**src/logic/ovsr_regs.vh**
```
// Register offsets, reset values and scaling constants of the output voltage setpoint bank.
`ifndef OVSR_REGS_VH
`define OVSR_REGS_VH
`define OVSR_ADDR_TARGET     8'h21
`define OVSR_ADDR_TRIM       8'h22
`define OVSR_ADDR_CAL_OFFSET 8'h23
`define OVSR_ADDR_CEILING    8'h24
`define OVSR_ADDR_MARGIN_HI  8'h25
`define OVSR_RESET_ZERO      16'h0000
`define OVSR_PAGE_PH2        8'h00
`define OVSR_PAGE_PH1        8'h01
`define OVSR_PAGE_BOTH       8'hff
`define OVSR_OP_ON           2'h2
`define OVSR_MARGIN_HIGH     2'h2
`define OVSR_CEIL_NUM        17'h00073
`define OVSR_MHI_NUM         17'h00069
`define OVSR_PCT_DEN         17'h00064
`define OVSR_CEIL_ABS_MAX    16'hb000
`define OVSR_TRIM_POS_MAX    16'h04cd
`define OVSR_TRIM_NEG_MAX    16'hfb33
`define OVSR_LOAD_IDLE       2'h0
`define OVSR_LOAD_STEP       2'h1
`define OVSR_LOAD_AT         2'h2
`define OVSR_LOAD_DONE       2'h3
`endif

```
**src/logic/ovsr_phase.v**
```verilog
// One page of setpoint registers with the commanded-voltage computation for that phase.
`include "ovsr_regs.vh"
module ovsr_phase #(
    parameter W = 16
) (
    input  wire         clk,
    input  wire         arst_n,
    input  wire         load_defaults,
    input  wire [W-1:0] strap_code,
    input  wire         wr_en,
    input  wire [7:0]   wr_addr,
    input  wire [W-1:0] wr_data,
    input  wire [7:0]   rd_addr,
    input  wire [7:0]   operation,
    output reg  [W-1:0] rd_data,
    output reg          rd_hit,
    output reg  [W-1:0] vout_cmd
);
    reg  [W-1:0] target;      // Nominal target code.
    reg  [W-1:0] trim;        // Factory trim, signed.
    reg  [W-1:0] cal_offset;  // User calibration offset, signed.
    reg  [W-1:0] ceiling;     // Absolute upper bound.
    reg  [W-1:0] margin_hi;   // Margin-high target.
    reg  [W-1:0] strap_limit; // 115 percent of the strap, latched at load.
    wire [W:0]   ceil_calc;   // Strap scaled to 115 percent.
    wire [W:0]   mhi_calc;    // Strap scaled to 105 percent.
    reg  [W+2:0] sum;         // Signed sum of setpoint, trim and offset.
    reg  [W-1:0] nominal;     // Target after the limit check.
    reg  [W-1:0] base;        // Selected nominal or margin setpoint.
    reg  [W-1:0] next_vout;   // Clamped command.

    // Percent scaling of the strap code; results saturate so a large strap cannot wrap.
    function [W:0] ovsr_scale;
        input [W-1:0] code;
        input [16:0]  num;
        reg   [33:0]  p;
        begin
            p = ({{17{1'b0}}, code} * {{17{1'b0}}, num}) / {{17{1'b0}}, `OVSR_PCT_DEN};
            ovsr_scale = (p[33:W] != 0) ? {1'b0, {W{1'b1}}} : {1'b0, p[W-1:0]};
        end
    endfunction

    // Trim is held within its plus or minus 150 mV window.
    function [W-1:0] ovsr_trim_lim;
        input [W-1:0] v;
        begin
            if (!v[W-1] && v > `OVSR_TRIM_POS_MAX)
                ovsr_trim_lim = `OVSR_TRIM_POS_MAX;
            else if (v[W-1] && v < `OVSR_TRIM_NEG_MAX)
                ovsr_trim_lim = `OVSR_TRIM_NEG_MAX;
            else
                ovsr_trim_lim = v;
        end
    endfunction

    assign ceil_calc = ovsr_scale(strap_code, `OVSR_CEIL_NUM);
    assign mhi_calc  = ovsr_scale(strap_code, `OVSR_MHI_NUM);

    // Register writes; defaults are reloaded from the strap after reset.
    always @(posedge clk or negedge arst_n) begin
        if (!arst_n) begin
            target      <= `OVSR_RESET_ZERO;
            trim        <= `OVSR_RESET_ZERO;
            cal_offset  <= `OVSR_RESET_ZERO;
            ceiling     <= `OVSR_RESET_ZERO;
            margin_hi   <= `OVSR_RESET_ZERO;
            strap_limit <= `OVSR_RESET_ZERO;
        end else if (load_defaults) begin
            target      <= strap_code;
            ceiling     <= ceil_calc[W-1:0];
            margin_hi   <= mhi_calc[W-1:0];
            strap_limit <= ceil_calc[W-1:0];
        end else if (wr_en) begin
            case (wr_addr)
                `OVSR_ADDR_TARGET:     target <= wr_data;
                `OVSR_ADDR_TRIM:       trim <= ovsr_trim_lim(wr_data);
                `OVSR_ADDR_CAL_OFFSET: cal_offset <= wr_data;
                // The ceiling moves only on its own write or the default load, never with a target write.
                `OVSR_ADDR_CEILING: begin
                    ceiling <= (wr_data > `OVSR_CEIL_ABS_MAX) ? `OVSR_CEIL_ABS_MAX : wr_data;
                end
                `OVSR_ADDR_MARGIN_HI:  margin_hi <= wr_data;
                default: begin
                end
            endcase
        end
    end

    // Read multiplexer; unmapped offsets return zero with no hit.
    always @* begin
        rd_hit  = 1'b1;
        rd_data = `OVSR_RESET_ZERO;
        case (rd_addr)
            `OVSR_ADDR_TARGET:     rd_data = target;
            `OVSR_ADDR_TRIM:       rd_data = trim;
            `OVSR_ADDR_CAL_OFFSET: rd_data = cal_offset;
            `OVSR_ADDR_CEILING:    rd_data = ceiling;
            `OVSR_ADDR_MARGIN_HI:  rd_data = margin_hi;
            default:               rd_hit  = 1'b0;
        endcase
    end

    // Command path: select setpoint, add trim and offset, clamp to ceiling.
    always @* begin
        // Target capped at 115 percent of strap, or the ceiling if that is higher.
        if (ceiling > strap_limit)
            nominal = (target > ceiling) ? ceiling : target;
        else
            nominal = (target > strap_limit) ? strap_limit : target;
        if (operation[7:6] == `OVSR_OP_ON && operation[5:4] == `OVSR_MARGIN_HIGH)
            base = margin_hi;
        else
            base = nominal;
        sum = {3'b000, base} + {{3{trim[W-1]}}, trim} + {{3{cal_offset[W-1]}}, cal_offset};
        if (sum[W+2])
            next_vout = `OVSR_RESET_ZERO;
        else if (sum[W+1:W] != 2'b00 || sum[W-1:0] > ceiling)
            next_vout = ceiling;
        else
            next_vout = sum[W-1:0];
    end

    // The commanded output is registered.
    always @(posedge clk or negedge arst_n) begin
        if (!arst_n)
            vout_cmd <= `OVSR_RESET_ZERO;
        else
            vout_cmd <= next_vout;
    end
endmodule // ovsr_phase

```
**src/logic/ovsr_bank.v**
```verilog
// Top of the paged output voltage setpoint register bank.
`include "ovsr_regs.vh"
module ovsr_bank #(
    parameter W = 16
) (
    input  wire         REF_CLK,
    input  wire         ARST_N,
    input  wire [W-1:0] SETPOINT_STRAP_PIN,
    input  wire [7:0]   PAGE,
    input  wire [7:0]   OPERATION_PH1,
    input  wire [7:0]   OPERATION_PH2,
    input  wire         WR_EN,
    input  wire [7:0]   ADDR,
    input  wire [W-1:0] WR_DATA,
    output reg  [W-1:0] RD_DATA,
    output reg          RD_VALID,
    output wire [W-1:0] VOUT_CMD_PH1,
    output wire [W-1:0] VOUT_CMD_PH2
);
    reg  [W-1:0] strap_s1;   // First synchroniser stage for the strap pins.
    reg  [W-1:0] strap_s2;   // Second stage, the only one logic reads.
    reg  [1:0]   load_cnt;   // Counts cycles after reset until strap is settled.
    wire         load_pulse; // One-cycle default load.
    wire         wr_ph1;     // Write steered to phase one.
    wire         wr_ph2;     // Write steered to phase two.
    wire [W-1:0] rd_ph1;     // Phase one read data.
    wire [W-1:0] rd_ph2;     // Phase two read data.
    wire         hit_ph1;    // Phase one address hit.
    wire         hit_ph2;    // Phase two address hit.

    // The strap pins are asynchronous, so they pass two flip-flops first.
    always @(posedge REF_CLK or negedge ARST_N) begin
        if (!ARST_N) begin
            strap_s1 <= `OVSR_RESET_ZERO;
            strap_s2 <= `OVSR_RESET_ZERO;
        end else begin
            strap_s1 <= SETPOINT_STRAP_PIN;
            strap_s2 <= strap_s1;
        end
    end

    // Wait until the synchroniser holds the real strap, then load defaults once.
    always @(posedge REF_CLK or negedge ARST_N) begin
        if (!ARST_N)
            load_cnt <= `OVSR_LOAD_IDLE;
        else if (load_cnt != `OVSR_LOAD_DONE)
            load_cnt <= load_cnt + `OVSR_LOAD_STEP;
    end
    assign load_pulse = (load_cnt == `OVSR_LOAD_AT);

    // Page decode: a write to both pages lands in both register sets.
    assign wr_ph1 = WR_EN && (PAGE == `OVSR_PAGE_PH1 || PAGE == `OVSR_PAGE_BOTH);
    assign wr_ph2 = WR_EN && (PAGE == `OVSR_PAGE_PH2 || PAGE == `OVSR_PAGE_BOTH);

    // Two independent page instances keep separate register sets.
    ovsr_phase #(.W(W)) u_ph1 (
        .clk           (REF_CLK),
        .arst_n        (ARST_N),
        .load_defaults (load_pulse),
        .strap_code    (strap_s2),
        .wr_en         (wr_ph1),
        .wr_addr       (ADDR),
        .wr_data       (WR_DATA),
        .rd_addr       (ADDR),
        .operation     (OPERATION_PH1),
        .rd_data       (rd_ph1),
        .rd_hit        (hit_ph1),
        .vout_cmd      (VOUT_CMD_PH1)
    );
    ovsr_phase #(.W(W)) u_ph2 (
        .clk           (REF_CLK),
        .arst_n        (ARST_N),
        .load_defaults (load_pulse),
        .strap_code    (strap_s2),
        .wr_en         (wr_ph2),
        .wr_addr       (ADDR),
        .wr_data       (WR_DATA),
        .rd_addr       (ADDR),
        .operation     (OPERATION_PH2),
        .rd_data       (rd_ph2),
        .rd_hit        (hit_ph2),
        .vout_cmd      (VOUT_CMD_PH2)
    );

    // Registered read data; page both reads phase one, a simple tie-break.
    always @(posedge REF_CLK or negedge ARST_N) begin
        if (!ARST_N) begin
            RD_DATA  <= `OVSR_RESET_ZERO;
            RD_VALID <= 1'b0;
        end else if (PAGE == `OVSR_PAGE_PH2) begin
            RD_DATA  <= rd_ph2;
            RD_VALID <= hit_ph2;
        end else begin
            RD_DATA  <= rd_ph1;
            RD_VALID <= hit_ph1 && (PAGE == `OVSR_PAGE_PH1 || PAGE == `OVSR_PAGE_BOTH);
        end
    end
endmodule // ovsr_bank

```
**config.mk**
```make
export PLATFORM = sky130hd
export DESIGN_NAME = ovsr_bank
export DESIGN_NICKNAME = d
export VERILOG_FILES = /design/src/logic/ovsr_phase.v /design/src/logic/ovsr_bank.v
export VERILOG_INCLUDE_DIRS = /design/src /design/src/logic
export SDC_FILE = /design/constraint.sdc
export NUM_CORES = 1
export LEC_CHECK = 0
export BUFFER_PORTS_ARGS = -buffer_cell sky130_fd_sc_hd__buf_4
export CAP_MARGIN = 40
export CORE_ASPECT_RATIO = 1.5
export CORE_MARGIN = 1.5
export CORE_UTILIZATION = 60
export DETAILED_ROUTE_END_ITERATION = 10
export PLACE_DENSITY_LB_ADDON = 0.3
export SYNTH_ARGS = -nofsm -noshare
export SYNTH_HDL_FRONTEND = slang
export SYNTH_SLANG_ARGS = --single-unit
```
**constraint.sdc**
```tcl
create_clock -name REF_CLK -period 17.1 [get_ports REF_CLK]
set_input_delay 2.565 -clock REF_CLK [delete_from_list [all_inputs] [get_ports REF_CLK]]
set_output_delay 2.565 -clock REF_CLK [all_outputs]
set_load 0.01 [all_outputs]
```
==> results_dict.tcl <==
set metrics [dict create \
    run_status "finished clean" \
    critPathMaxFanout 15 \
    rsz0062_at_grt "false" \
    hold_viol 0 \
    mappedNetlistArea_sq_um 29920 \
    place_congestion 1.079 \
    timing.final.max_slew_violations 0 \
    flow.area_growth_from_synthesis_pct 8.473 \
    core_region_area_sq_um 49420 \
    timing.hold.worst.start "strap_s1[14]$_DFF_PN0_" \
    grt_remaining_overflow 0 \
    count_of_placed_standard_cells_including_taps 4140 \
    crit_path_start "strap_s2[9]$_DFF_PN0_" \
    postRouteAntennaNets 0 \
    port_buffers 107 \
    cts.reportedPaths.clkPinSlew_ns 0.06 \
    synth_edf_count 0 \
    dominant_register_cell_in_the_synthesized_netlist "dfrtp_1" \
    worst_slew_margin_rel_pct 32.90 \
    die_height_um 276.5 \
    worstSetupStartpointType "flop" \
    hold_path_class "reg -> reg" \
    regToRegStartpoint "strap_s2[9]$_DFF_PN0_" \
    synth.top_cells.by_area "dfrtp_1 (22%), ha_1 (13%), mux2_2 (4.5%)" \
    via_count 29640 \
    clock-root-buffer "clkbuf_16" \
    die_area_sq_um 51240 \
    insertion_delay_ns 0.60 \
    tritoncts "yes" \
    crit_path_end "u_ph2.ceiling[1]$_DFFE_PN0P_" \
    die_w_um 185.3 \
    postCtsSetupRepairBufs 0 \
    regToRegEndpoint "u_ph2.ceiling[1]$_DFFE_PN0P_" \
    cp-end-kind "flop" \
    synthMostInstantiatedCell "ha_1" \
    finish.net_count 3963 \
    placementRows 100 \
    layout-drive-gt1-share_pct 13.92 \
    synth_cells 3488 \
    synthArstFlopShare_pct 100.0 \
    htree_levels 1 \
    flip_flop_and_latch_count_after_synthesis 259 \
    track_usage_pct 45.54 \
    synth_cell_type_count 141 \
    tritoncts_num_sinks 259 \
    yosys_warnings 0 \
    wl_per_cell_um 27.52 \
    clock_skew_ns 0.01438 \
    final.setup.tns_ns 0 \
    cp.arrival_ns 16.37 \
    synthesis.nets 3934 \
    holdWs_ns 0.3467 \
    critical-path-max-stage-delay_ns 0.82 \
    drt_pre_antenna_iters 9 \
    postCtsHoldBufs 0 \
    setup_violating_endpoint_count_in_the_final_report 0 \
    timing.final.crit_period_ns 15.93 \
    vias_per_cell 7.026 \
    first_iter_violations 2677 \
    ys_top_cells_by_count "ha_1 (316), nand2_1 (304), dfrtp_1 (259)" \
    grt_antenna_before_repair 17 \
    drv_cap 0 \
    cts_made_buffers 30 \
    max_clock_freq_ghz 0.06278 \
    yosys.area.top_type_share_pct 21.66 \
    totalWireLength_um 116100 \
    crit_top_cell "inv_1" \
    crit_type "reg -> reg" \
    global_route_wire_length_before_repair_um 173600 \
    finalNonFillerCells 4219 \
    clock_path_buffers 3 \
    initial_core_util_pct 60.53 \
    tightest_slew_ns 1.007 \
    synthDominantAreaCellType "dfrtp_1" \
    boundaryPins 116 \
    place.detailed.hpwl_um 84670 \
    worst-r2r-cell-count 47 \
    r2r_setup_slack_ns 1.17 \
    worst_path_max_delay_cell "a32oi_1" \
    grt_max_degree 106 \
    synthesis.area_per_instance_sq_um 8.577 \
    cts-resized-gates 0 \
    route.detailed.drc 0 \
    yosysSeqAreaShare_pct 21.66 \
    via_count_of_the_first_global_routing_pass 28950 \
    finalCritPeriodShare_pct 93.16 \
    cp.required_ns 17.54 \
]
==> state kept, by name, summed over array words and instances, names as in the netlist <==
| name | cells |
|---|---|
| u_ph2.margin_hi | 16 |
| u_ph2.trim | 16 |
| u_ph1.margin_hi | 16 |
| load_cnt | 2 |
| strap_s1 | 16 |
| u_ph2.vout_cmd | 16 |
| u_ph2.cal_offset | 16 |
| u_ph1.target | 16 |
| u_ph1.cal_offset | 16 |
| u_ph1.strap_limit | 16 |
| u_ph2.ceiling | 16 |
| u_ph1.vout_cmd | 16 |
| u_ph1.ceiling | 16 |
| RD_DATA | 16 |
| RD_VALID | 1 |
| strap_s2 | 16 |
| u_ph1.trim | 16 |
| u_ph2.target | 16 |
==> area by class of cell <==
cell class              count  area [sq um]
clock buffers              38         832.0
inverters                 235         882.1
flip-flops and latches    259          6481
diodes                     15         37.54
fillers                  4140         16970
multi-input cells        2839         21960
clock inverters            18         240.2
repair buffers            152          1187
well taps                 663         829.5
==> worst min-delay path by stage <==
stage	to	slack, ns	depth (start not counted)
after floorplan	strap_s2[0]$_DFF_PN0_	0.33	0
after global placement	strap_s2[15]$_DFF_PN0_	0.33	0
after detailed placement	strap_s2[14]$_DFF_PN0_	0.33	0
after CTS	strap_s2[7]$_DFF_PN0_	0.35	0
after global routing	strap_s2[14]$_DFF_PN0_	0.35	0
final	strap_s2[14]$_DFF_PN0_	0.35	0
==> stage by stage <==
step	instance area, sq um	util [%]	setup slack, ns
3_5_place_dp	31290	63.31	1.647
4_1_cts	32360	65.48	1.587
5_1_grt	32410	65.59	0.2049
3_3_place_gp	31170	63.07	1.658
2_1_floorplan	29920	-	4.312
6_report	32450	65.66	1.170
==> cell usage in the layout, fill, tap and decap left out, types with 30 or more instances in the layout <==
| master | count |
|---|---|
| o21ai_0 | 178 |
| mux2i_1 | 84 |
| mux2_2 | 119 |
| o31ai_1 | 50 |
| o21a_1 | 30 |
| clkbuf_16 | 31 |
| o21bai_1 | 45 |
| xor2_1 | 59 |
| nand2b_1 | 38 |
| inv_1 | 235 |
| o211ai_1 | 39 |
| o22ai_1 | 56 |
| a21oi_1 | 245 |
| xnor2_1 | 102 |
| nand3_1 | 71 |
| a21o_1 | 59 |
| nor2b_1 | 40 |
| buf_4 | 142 |
| nor2_1 | 211 |
| fa_1 | 63 |
| ha_1 | 315 |
| a211oi_1 | 31 |
| dfrtp_1 | 259 |
| nor3_1 | 64 |
| nand2_1 | 304 |
| nand4_1 | 53 |
==> cells by family (layout without fill, tap and decap cells) <==
| logic type | Yosys count | after routing | synth area share [%] |
|---|---|---|---|
| adders and majority gates | 390 | 390 | 17.81 |
| other | 0 | 15 | 0 |
| xor gates and xnor gates | 170 | 170 | 5.265 |
| AOI/OAI and AO/OA | 1106 | 1106 | 26.30 |
| muxes | 210 | 210 | 7.641 |
| and+or+nand+nor | 963 | 963 | 16.08 |
| DFF | 259 | 259 | 21.66 |
| buffers and inverters | 390 | 443 | 5.244 |
==> critical path, delay by kind of cell (launching register included) <==
kind / cells / cell delay [ns]
AOI/OAI and AO/OA: 24 / 8.36
and+or+nand+nor: 13 / 3.47
adders and majority gates: 5 / 2.21
DFF: 1 / 0.70
muxes: 1 / 0.65
buffers and inverters: 4 / 0.37
==> metal layers <==
layer / track usage (%) / part of all wire (%)
met4: 40.50 / 10
met2: 71.92 / 46
met5: 0.4878 / 0.088
met3: 17.12 / 10
met1: 46.49 / 33
Power is left out: the tool's default activity adds up to more than one toggle a clock period on the data nets, which glitch-free logic cannot reach.
